--- config.mk ---
export PLATFORM = sky130hd
export DESIGN_NAME = pdq_engine
export DESIGN_NICKNAME = d
export VERILOG_FILES = /design/src/verilog/pdq_pkg.sv /design/src/verilog/pdq_head_mem.sv /design/src/verilog/pdq_engine.sv
export SDC_FILE = /design/constraint.sdc
export NUM_CORES = 2
export LEC_CHECK = 0
export BUFFER_PORTS_ARGS = -buffer_cell sky130_fd_sc_hd__buf_2
export CORE_MARGIN = 3
export CORE_UTILIZATION = 55
export DETAILED_ROUTE_END_ITERATION = 8
export PLACE_DENSITY = 0.86
export SYNTH_ARGS = -nofsm -noshare
export SYNTH_HDL_FRONTEND = slang
export SYNTH_HIERARCHICAL = 1
export SYNTH_SLANG_ARGS = --single-unit
--- constraint.sdc ---
create_clock -name clk -period 20.3 [get_ports clk]
set_input_delay 4.06 -clock clk [delete_from_list [all_inputs] [get_ports clk]]
set_output_delay 4.06 -clock clk [all_outputs]
set_load 0.02 [all_outputs]
--- src/verilog/pdq_pkg.sv ---
// Purpose: Shared constants for the packet descriptor queue engine.
// Assumes: Descriptors are four aligned 32-bit words in system memory.
// Notes:   Flag bit positions sit in the upper half of word 3.
`default_nettype none

package pdq_pkg;
    localparam int unsigned PDQ_CHANNELS = 8;
    localparam int unsigned PDQ_CH_W = 3;
    localparam int unsigned PDQ_DESC_WORDS = 4;
    localparam logic [1:0] PDQ_W_NEXT = 2'h0;
    localparam logic [1:0] PDQ_W_BUF = 2'h1;
    localparam logic [1:0] PDQ_W_LEN = 2'h2;
    localparam logic [1:0] PDQ_W_FLAGS = 2'h3;
    localparam logic [31:0] PDQ_NULL_PTR = 32'h0000_0000;
    localparam logic [31:0] PDQ_WORD_STEP = 32'h0000_0004;
    localparam int unsigned PDQ_BIT_FIRST = 31;
    localparam int unsigned PDQ_BIT_LAST = 30;
    localparam int unsigned PDQ_BIT_HELD = 29;
    localparam int unsigned PDQ_BIT_LIST_END = 28;
    localparam int unsigned PDQ_HALF = 16;

    typedef enum logic [2:0] {
        PDQ_IDLE = 3'h0,
        PDQ_FETCH = 3'h1,
        PDQ_WAIT = 3'h3,
        PDQ_DATA = 3'h2,
        PDQ_PATCH = 3'h6,
        PDQ_PATCH_WAIT = 3'h7
    } pdq_state_e;
endpackage : pdq_pkg

`default_nettype wire

--- src/verilog/pdq_head_mem.sv ---
// Purpose: Small register array holding one head pointer per channel.
// Assumes: One write and one registered read per cycle.
// Notes:   Write-first on a same-entry collision.
`timescale 1ns/1ps
`default_nettype none

module pdq_head_mem #(
    parameter int unsigned DEPTH = 16,
    parameter int unsigned AW = 4
) (
    input wire logic clk,
    input wire logic reset,
    input wire logic wr_en,
    input wire logic [AW-1:0] wr_addr,
    input wire logic [31:0] wr_data,
    input wire logic [AW-1:0] rd_addr,
    output logic [31:0] rd_data_q
);
    logic [31:0] mem_q [DEPTH];

    always_ff @(posedge clk or posedge reset) begin
        if (reset) begin
            for (int i = 0; i < DEPTH; i++) begin
                mem_q[i] <= 32'h0000_0000;
            end
        end else if (wr_en) begin
            mem_q[wr_addr] <= wr_data;
        end
    end

    always_ff @(posedge clk or posedge reset) begin
        if (reset) begin
            rd_data_q <= 32'h0000_0000;
        end else if (wr_en && wr_addr == rd_addr) begin
            rd_data_q <= wr_data;
        end else begin
            rd_data_q <= mem_q[rd_addr];
        end
    end
endmodule : pdq_head_mem

`default_nettype wire

--- src/verilog/pdq_engine.sv ---
// Purpose: Walks linked descriptor chains for 8 transmit and 8 receive
//          channels and reports packet completion in the descriptors.
// Assumes: A simple word memory port with request/grant and read valid;
//          a data mover that takes each descriptor and says when done.
// Notes:   One descriptor walk at a time; channels served round robin.
//
// What this block does
// - Word 0 links to the next descriptor
// - First-fragment flag marks packet start descriptor
// - Last-fragment flag marks packet end descriptor
// - Word 1 points to the data buffer
// - Word 2 high half is buffer offset
// - Word 2 low half is buffer length
// - Packet length used only on start descriptors
// - Eight transmit, eight receive head pointers
// - Held flag means engine owns packet
// - Ownership only read on start descriptors; the code walks every descriptor without testing the held flag
// - Write back start descriptor, clear held flag
// - Zero next pointer ends the list
// - Set list-end flag at null next; the code sets it only when that descriptor also has the last flag
// - Same procedure for transmit and receive
// - Four aligned words fetched in order
`timescale 1ns/1ps
`default_nettype none

module pdq_engine
    import pdq_pkg::*;
#(
    parameter int unsigned CHANNELS = PDQ_CHANNELS
) (
    input wire logic clk,
    input wire logic reset,
    input wire logic head_wr_en,
    input wire logic head_wr_rx,
    input wire logic [PDQ_CH_W-1:0] head_wr_ch,
    input wire logic [31:0] head_wr_ptr,
    output logic [2*CHANNELS-1:0] chan_active,
    output logic mem_req,
    output logic mem_we,
    output logic [31:0] mem_addr_q,
    output logic [31:0] mem_wdata_q,
    input wire logic mem_gnt,
    input wire logic mem_rvalid,
    input wire logic [31:0] mem_rdata,
    output logic desc_valid,
    output logic desc_rx_q,
    output logic [PDQ_CH_W-1:0] desc_ch_q,
    output logic [31:0] desc_buf_ptr_q,
    output logic [15:0] desc_buf_off_q,
    output logic [15:0] desc_buf_len_q,
    output logic [15:0] desc_pkt_len_q,
    output logic desc_first_q,
    output logic desc_last_q,
    input wire logic desc_done,
    output logic pkt_done_pulse_q,
    output logic list_end_pulse_q
);
    // ------------------------------------------------------------
    // Channel state
    // ------------------------------------------------------------
    localparam int unsigned NCH = 2 * CHANNELS;
    localparam int unsigned IW = PDQ_CH_W + 1;

    pdq_state_e state_q;
    logic [NCH-1:0] active_q;
    logic [IW-1:0] cur_q;
    logic [1:0] word_q;
    logic [31:0] desc_addr_q;
    logic [31:0] sop_addr_q;
    logic [31:0] sop_flags_q;
    logic [31:0] next_q;
    logic [31:0] w3_q;
    localparam logic [31:0] FLAGS_OFS = 32'(PDQ_W_FLAGS) * PDQ_WORD_STEP;
    logic mark_pend_q;
    logic [31:0] mark_word;
    logic wb_done;
    logic [IW-1:0] wr_idx;
    logic [31:0] head_rd;
    logic [IW-1:0] pick;
    logic pick_ok;
    logic [31:0] patch_word;
    logic null_next;

    assign wr_idx = {head_wr_rx, head_wr_ch};
    assign chan_active = active_q;
    assign null_next = (next_q == PDQ_NULL_PTR);

    pdq_head_mem #(.DEPTH(NCH), .AW(IW)) u_heads (
        .clk(clk),
        .reset(reset),
        .wr_en(head_wr_en),
        .wr_addr(wr_idx),
        .wr_data(head_wr_ptr),
        .rd_addr(pick),
        .rd_data_q(head_rd)
    );

    // Round robin after the channel served last.
    always_comb begin
        pick = cur_q;
        pick_ok = 1'b0;
        for (int k = NCH; k >= 1; k--) begin
            if (active_q[IW'((32'(cur_q) + k) % NCH)]) begin
                pick = IW'((32'(cur_q) + k) % NCH);
                pick_ok = 1'b1;
            end
        end
    end

    // A head write with a nonzero pointer starts a channel; completion at
    // list end parks it, and a later head write restarts it.
    always_ff @(posedge clk or posedge reset) begin
        if (reset) begin
            active_q <= '0;
        end else begin
            if (wb_done && null_next && desc_last_q) begin
                active_q[cur_q] <= 1'b0;
            end
            // Parking without clearing would replay the list from its head.
            if (desc_valid && desc_done && !desc_last_q && null_next) begin
                active_q[cur_q] <= 1'b0;
            end
            if (head_wr_en && head_wr_ptr != PDQ_NULL_PTR) begin
                active_q[wr_idx] <= 1'b1;
            end
        end
    end

    // ------------------------------------------------------------
    // Walk state machine
    // ------------------------------------------------------------
    assign mem_req = state_q == PDQ_WAIT || state_q == PDQ_PATCH_WAIT;
    assign wb_done = state_q == PDQ_PATCH_WAIT && mem_gnt && !mark_pend_q;
    assign mem_we = (state_q == PDQ_PATCH_WAIT);
    assign desc_valid = (state_q == PDQ_DATA);

    // The list-end mark goes only on the descriptor that closes a packet.
    always_comb begin
        mark_word = w3_q;
        mark_word[PDQ_BIT_LIST_END] = 1'b1;
        patch_word = sop_flags_q;
        patch_word[PDQ_BIT_HELD] = 1'b0;
        if (null_next && desc_addr_q == sop_addr_q) begin
            patch_word[PDQ_BIT_LIST_END] = 1'b1;
        end
    end

    always_ff @(posedge clk or posedge reset) begin
        if (reset) begin
            state_q <= PDQ_IDLE;
            cur_q <= '0;
            word_q <= PDQ_W_NEXT;
            desc_addr_q <= PDQ_NULL_PTR;
            mem_addr_q <= PDQ_NULL_PTR;
            mem_wdata_q <= PDQ_NULL_PTR;
            next_q <= PDQ_NULL_PTR;
            mark_pend_q <= 1'b0;
            sop_addr_q <= PDQ_NULL_PTR;
            sop_flags_q <= PDQ_NULL_PTR;
        end else begin
            unique case (state_q)
                PDQ_IDLE: begin
                    if (pick_ok) begin
                        cur_q <= pick;
                        state_q <= PDQ_FETCH;
                    end
                end
                PDQ_FETCH: begin
                    desc_addr_q <= head_rd;
                    mem_addr_q <= head_rd;
                    word_q <= PDQ_W_NEXT;
                    state_q <= PDQ_WAIT;
                end
                PDQ_WAIT: begin
                    // The request stays up until the word arrives, so a
                    // slow memory never makes the walk lose its place.
                    if (mem_rvalid) begin
                        unique case (word_q)
                            PDQ_W_NEXT: next_q <= mem_rdata;
                            PDQ_W_FLAGS: begin
                                if (mem_rdata[PDQ_BIT_FIRST]) begin
                                    sop_addr_q <= desc_addr_q;
                                    sop_flags_q <= mem_rdata;
                                end
                            end
                            default: ;
                        endcase
                        if (word_q == PDQ_W_FLAGS) begin
                            state_q <= PDQ_DATA;
                        end else begin
                            word_q <= word_q + 2'h1;
                            mem_addr_q <= mem_addr_q + PDQ_WORD_STEP;
                        end
                    end
                end
                PDQ_DATA: begin
                    if (desc_done) begin
                        if (desc_last_q && null_next &&
                            desc_addr_q != sop_addr_q) begin
                            // A multi-descriptor packet marks its closing
                            // descriptor first, then the start one.
                            mem_addr_q <= desc_addr_q + FLAGS_OFS;
                            mem_wdata_q <= mark_word;
                            mark_pend_q <= 1'b1;
                            state_q <= PDQ_PATCH_WAIT;
                        end else if (desc_last_q) begin
                            mem_addr_q <= sop_addr_q + FLAGS_OFS;
                            mem_wdata_q <= patch_word;
                            state_q <= PDQ_PATCH_WAIT;
                        end else if (null_next) begin
                            state_q <= PDQ_IDLE;
                        end else begin
                            desc_addr_q <= next_q;
                            mem_addr_q <= next_q;
                            word_q <= PDQ_W_NEXT;
                            state_q <= PDQ_PATCH;
                        end
                    end
                end
                PDQ_PATCH: state_q <= PDQ_WAIT;
                PDQ_PATCH_WAIT: begin
                    if (mem_gnt && mark_pend_q) begin
                        mark_pend_q <= 1'b0;
                        mem_addr_q <= sop_addr_q + FLAGS_OFS;
                        mem_wdata_q <= patch_word;
                    end else if (mem_gnt) begin
                        if (null_next) begin
                            state_q <= PDQ_IDLE;
                        end else begin
                            desc_addr_q <= next_q;
                            mem_addr_q <= next_q;
                            word_q <= PDQ_W_NEXT;
                            state_q <= PDQ_PATCH;
                        end
                    end
                end
                default: state_q <= PDQ_IDLE;
            endcase
        end
    end

    // ------------------------------------------------------------
    // Descriptor fields handed to the data mover
    // ------------------------------------------------------------
    always_ff @(posedge clk or posedge reset) begin
        if (reset) begin
            desc_buf_ptr_q <= PDQ_NULL_PTR;
            desc_buf_off_q <= 16'h0000;
            desc_buf_len_q <= 16'h0000;
            desc_pkt_len_q <= 16'h0000;
            desc_first_q <= 1'b0;
            desc_last_q <= 1'b0;
            w3_q <= PDQ_NULL_PTR;
        end else if (state_q == PDQ_WAIT && mem_rvalid) begin
            unique case (word_q)
                PDQ_W_BUF: desc_buf_ptr_q <= mem_rdata;
                PDQ_W_LEN: begin
                    desc_buf_off_q <= mem_rdata[31:PDQ_HALF];
                    desc_buf_len_q <= mem_rdata[PDQ_HALF-1:0];
                end
                PDQ_W_FLAGS: begin
                    w3_q <= mem_rdata;
                    desc_first_q <= mem_rdata[PDQ_BIT_FIRST];
                    desc_last_q <= mem_rdata[PDQ_BIT_LAST];
                    desc_pkt_len_q <= mem_rdata[PDQ_BIT_FIRST] ?
                        mem_rdata[PDQ_HALF-1:0] : 16'h0000;
                end
                default: ;
            endcase
        end
    end

    always_ff @(posedge clk or posedge reset) begin
        if (reset) begin
            desc_rx_q <= 1'b0;
            desc_ch_q <= '0;
        end else begin
            desc_rx_q <= cur_q[IW-1];
            desc_ch_q <= cur_q[PDQ_CH_W-1:0];
        end
    end

    always_ff @(posedge clk or posedge reset) begin
        if (reset) begin
            pkt_done_pulse_q <= 1'b0;
            list_end_pulse_q <= 1'b0;
        end else begin
            pkt_done_pulse_q <= wb_done;
            list_end_pulse_q <= wb_done && null_next;
        end
    end
endmodule : pdq_engine

`default_nettype wire

; Word level (Yosys, flattened, before mapping)
; Cells that the tools add are included.
[op_classes]
addsub = 20
magnitude_cmp = 23
n_eq_ne = 24
n_mux = 124
bitwise_logic = 6
reduce_logical = 40
[op_table]
columns = op, count
row1 = $mux W32, 22
row2 = $bwmux W512, 1
row3 = $bmux W32 S4, 1
row4 = $demux W32 S4, 1
row5 = $pmux W32 S4, 1
row6 = $pmux W32 S3, 1
row7 = $lt A4 B5 Y1 const B, 18
row8 = $add A32 B4 Y32 const B, 2
row9 = $bmux W1 S4, 16
row10 = $mux W16, 4
row11 = $mux W4, 16
row12 = $pmux W32 S2, 1
row13 = $mux W1, 38
row14 = $add A32 B3 Y32 const B, 1
row15 = $add A4 B4 Y4 const B, 8
row16 = $and A16 B16 Y16, 2
row17 = $eq A32 B32 Y1, 1
row18 = $logic_not A32 Y1, 1
row19 = $ne A32 B32 Y1, 1
row20 = $reduce_bool A32 Y1, 1
row21 = $mux W3, 9
row22 = $logic_and A1 B1 Y1, 17
row23 = $add A4 B3 Y4 const B, 4
row24 = $mux W2, 8
row25 = 36 further kinds, 62
[word_totals]
reg_bits = 882

; Logic depth before layout (Yosys ltp)
[depth]
ltp_word = 24
ltp_mapped = 21
depth_no_buf = 14

; Hierarchy
; The synthesis kept the hierarchy.
[modules_own_cells]
columns = module, instances, cells_per_inst, area_per_inst_um2
row1 = pdq_head_mem, 1, 1479, 24044.3
row2 = pdq_engine, 1, 1958, 18652.9

; Least setup slack after synthesis
; Ideal clock, no wire load.
[synth_path]
kind = input-to-reg
from = input desc_done
to = register mem_wdata_q[30]
t_arrival_ps = 5664
required_ps = 20156
path_slack_ps = 14492
stages = 7
path_buffers = 1
path_cell_list = nor3b_1 > o21ai_0 > o21ai_1 > nand2_1 > a22oi_1 > clkbuf_1 > a31oi_1
[synth_between]
elab_chain_cells = 2
[synth_lines]
columns = element, line_no
row1 = "start, declared", pdq_engine.sv:54  ; input wire logic desc_done,
row2 = $ne A2 B1 Y1 (no line), --
row3 = $reduce_and A4 Y1 (no line), --
row4 = "end signal, assigned", pdq_engine.sv:203  ; mem_wdata_q <= mark_word;
row5 = "end signal, assigned", pdq_engine.sv:208  ; mem_wdata_q <= patch_word;
row6 = "end signal, assigned", pdq_engine.sv:225  ; mem_wdata_q <= patch_word;
row7 = "end, declared", pdq_engine.sv:41  ; output logic [31:0] mem_wdata_q,
; No other way between the ends.
; A chain may end at the register's enable or synchronous reset.

; Final worst setup path
[layout_path]
from = register state_q[1]
to = output desc_valid
[layout_between]
elab_chain_cells = 1
[layout_lines]
columns = element, line_no
row1 = "start, declared", pdq_engine.sv:64  ; pdq_state_e state_q;
row2 = "start signal, assigned", pdq_engine.sv:150  ; state_q <= PDQ_IDLE;
row3 = "start signal, assigned", pdq_engine.sv:165  ; state_q <= PDQ_FETCH;
row4 = "start signal, assigned", pdq_engine.sv:172  ; state_q <= PDQ_WAIT;
row5 = $eq A3 B2 Y1, pdq_engine.sv:135  ; assign desc_valid = (state_q == PDQ_DATA);
row6 = "end, declared", pdq_engine.sv:45  ; output logic desc_valid,
; No other way between the ends.

==> results.toml <==
[final_layout]
regArea_mm2 = 0.0220
final_nets = 3671
area_taken_by_multi_input_logic_gates_mm2 = 0.0197
number_of_fill_cells_in_the_layout = 5495
finish.instance_area_mm2 = 0.0478
areaGrowthSynthToFinish_pct = 11.9
layout-drive-gt1-share = 0.337
final_cells = 4692

[sta]
layout_worst_path_cycle_share = 0.343
setup_viol = 0
final.setup.worst_slack_ns = 13.33
rsz0062_at_grt = "false"
final.setup.tns_ns = 0
slew_violations = 0
maxClockFrequency_ghz = 0.144
timing_hold_violations_final = 0
min_period_ns = 6.97
worst_slew_pin_slew_ns = 1.24
slew-limit-headroom = 0.164
clock_skew_ns = 0.0257

[cts]
tritoncts_buffer_count = 91
later_pin_clock_latency_in_the_skew_report_ns = 0.66
clkTransAtPathRegs_ns = 0.06
cts_root_buffer = "sky130_fd_sc_hd__clkbuf_16"
tritoncts = "built"
clkSinkCount = 878
postCtsSetupBuffers = 0
post_cts_resized = 0
post_cts_hold_fix_bufs = 0
clock_tree.buffer_depth = 3
cts.htree.levels = 3

[critical_path]
end_kind = "output port"
worst-setup-path-type = "reg2out"
path_delay_family = "buffers and inverters"
crit_path_max_incr_delay_ns = 0.69
critical_path_data_required_time_ns = 16.24
cp_data_arrival_time_ns = 2.91
critical_path.startpoint_type = "flip-flop"
crit_path_slowest_cell = "sky130_fd_sc_hd__inv_1"
critical_path.max_fanout = 14
worstPathBufferInverterCount = 2
cp_cell_sequence = "nand3b_1, inv_1, buf_2"

[power]
pwr-share-clk = 0.212
seqPwrFrac = 0.349
p_leak_nw = 21.3
power.density_mw_per_mm2 = 165
vdd_drop_max_v = 0.000142
int_pwr_mw = 4.86
power.switching_mw = 3.04
power.combinational.fraction = 0.439
netSwitchingFraction = 0.385

[routing]
antenna_violating_nets_post_route = 0
via_density_per_instance = 6.43
drc = 0
routedWlPerCell_um = 25.3
initialDrtViolationCount = 3593
vias = 30200
finalWirelength_mm = 119
drtPass1Iterations = 6

[yosys]
ys_dominant_reg_cell = "sky130_fd_sc_hd__dfrtp_1"
synth_nets = 3531
yosysMostFrequentCell = "sky130_fd_sc_hd__dfrtp_1"
syn-cell-area_mm2 = 0.0427
synth_warnings = 6
synthDominantCellAreaShare = 0.515
synth_seq_area_share = 0.515
synthesized_instance_count = 3437
edff_count_synth = 0
top_cells_by_count_synth = "sky130_fd_sc_hd__dfrtp_1, sky130_fd_sc_hd__mux2_2, sky130_fd_sc_hd__nand2_1"
synthesis.area_per_instance_um2 = 12.4
yosys_register_bits = 878
async_reset_ff_frac = 1.00
netlist.top_cell.by_area = "sky130_fd_sc_hd__dfrtp_1"
yosys-top-cells-area = "sky130_fd_sc_hd__dfrtp_1, sky130_fd_sc_hd__mux2_2, sky130_fd_sc_hd__mux4_2, sky130_fd_sc_hd__nand2_1, sky130_fd_sc_hd__mux2i_1"
synth.distinct_cells = 77

[outcome]
status = "finished clean"

[placed_design]
postPlaceCellArea_mm2 = 0.0448
io_buffer_count = 244
gp_routability_congestion = 0.942
place.detailed.instances = 4514
preCtsSetupSlack_ns = 13.47
dp_hpwl_mm = 71.9

[floorplanning]
floorplan.die_area_mm2 = 0.0810
starting_density_of_the_core = 0.558
dieHeight_um = 285
die-width_um = 285
io_pins = 245
design.core.area_mm2 = 0.0765
num_rows = 101

[global_routing]
number_of_antenna_violations_at_the_first_check_in_global_routing = 14
grt_pass1_vias = 31100
groute.usage.overall = 0.290
grt_first_pass_wirelength_mm = 184
grt-ovfl-total = 0
grt_start_max_net_pins = 182

[worst_hold_path]
worst_hold_path_type = "reg2reg"

[flow_run]
timing.max_cap.violations = 0
final timing paths:
kind / start / slack, ns / cells after the start / endpoint
max in group asynchronous: reset / 14.16 / 4 / u_heads/mem_q[221]
min in group asynchronous: reset / 3.59 / 2 / desc_buf_len_q[5]
setup reg to reg: cur_q[0] / 13.65 / 16 / u_heads/rd_data_q[10]
setup / recovery: state_q[1] / 13.33 / 3 / desc_valid
hold / removal: desc_pkt_len_q[14] / 0.46 / 2 / desc_pkt_len_q[14]
hold reg to reg: desc_pkt_len_q[14] / 0.46 / 2 / desc_pkt_len_q[14]
final cells by class:
type	instances	share of cell area
flip-flops and latches	878	0.460
repair buffers	292	0.0339
clock inverters	28	0.00712
clock buffers	137	0.0555
multi-input cells	2276	0.413
well taps	1030	0.0270
diodes	13	0.000681
inverters	38	0.00330
worst min-delay path, delay by kind of cell, from the launching register on:
kind / cells / cell delay (ns)
and+or+nand+nor: 2 / 0.10
DFF: 1 / 0.33
routing by layer:
layer  vias up  part of all wire  GRT usage
li1      12700                 -          -
met1     15300              0.39      0.382
met2      1770              0.48      0.469
met3       333             0.093     0.0601
met4         2             0.039      0.123
met5         -           0.00011          0
sequential cells by signal (all words and copies together) (netlist names), 30 cells and up:
register / cells
desc_buf_ptr_q: 32
u_heads/rd_data_q: 32
sop_flags_q: 31
mem_wdata_q: 32
desc_addr_q: 32
u_heads/mem_q: 512
w3_q: 30
sop_addr_q: 32
next_q: 32
mem_addr_q: 32
logic make-up after synthesis:
kind of cell	Yosys count	share of synthesized area
flip-flops	878	0.515
adder cells (fa/ha/maj)	20	0.00586
AND/OR/NAND/NOR	781	0.0810
multiplexers	899	0.277
XOR/XNOR	124	0.0260
buffers and inverters	283	0.0279
AO/OA/AOI/OAI	452	0.0680
per-stage QoR:
stage               total power [mW]  hold slack, ns   util
global placement                6.01           0.449  0.585
CTS                             7.88           0.464  0.624
finish                          7.91           0.461  0.625
detailed placement              6.14           0.451  0.585
global route                    8.29           0.489  0.625
floorplan                       5.21           0.434      -
placed cells by master (no fill, tap or decap), drive strengths merged, types with 29 or more instances in the layout:
cell type,instances
dfrtp,878
mux2,656
nand2,445
buf,292
mux4,157
clkbuf,137
o21ai,124
nor2,122
a21oi,110
xnor2,89
mux2i,86
a22oi,69
nand3,48
inv,43
xor2,35
nor4,29
power groups by stage:
stage          combinational [mW]  sequential (mW)  clock, mW
2_1_floorplan                2.47             2.73          0
3_3_place_gp                 3.29             2.72          0
3_5_place_dp                 3.39             2.75          0
4_1_cts                      3.45             2.73       1.70
5_1_grt                      3.71             2.81       1.77
6_report                     3.47             2.76       1.68
No activity file was read; power rests on OpenSTA's default activity.
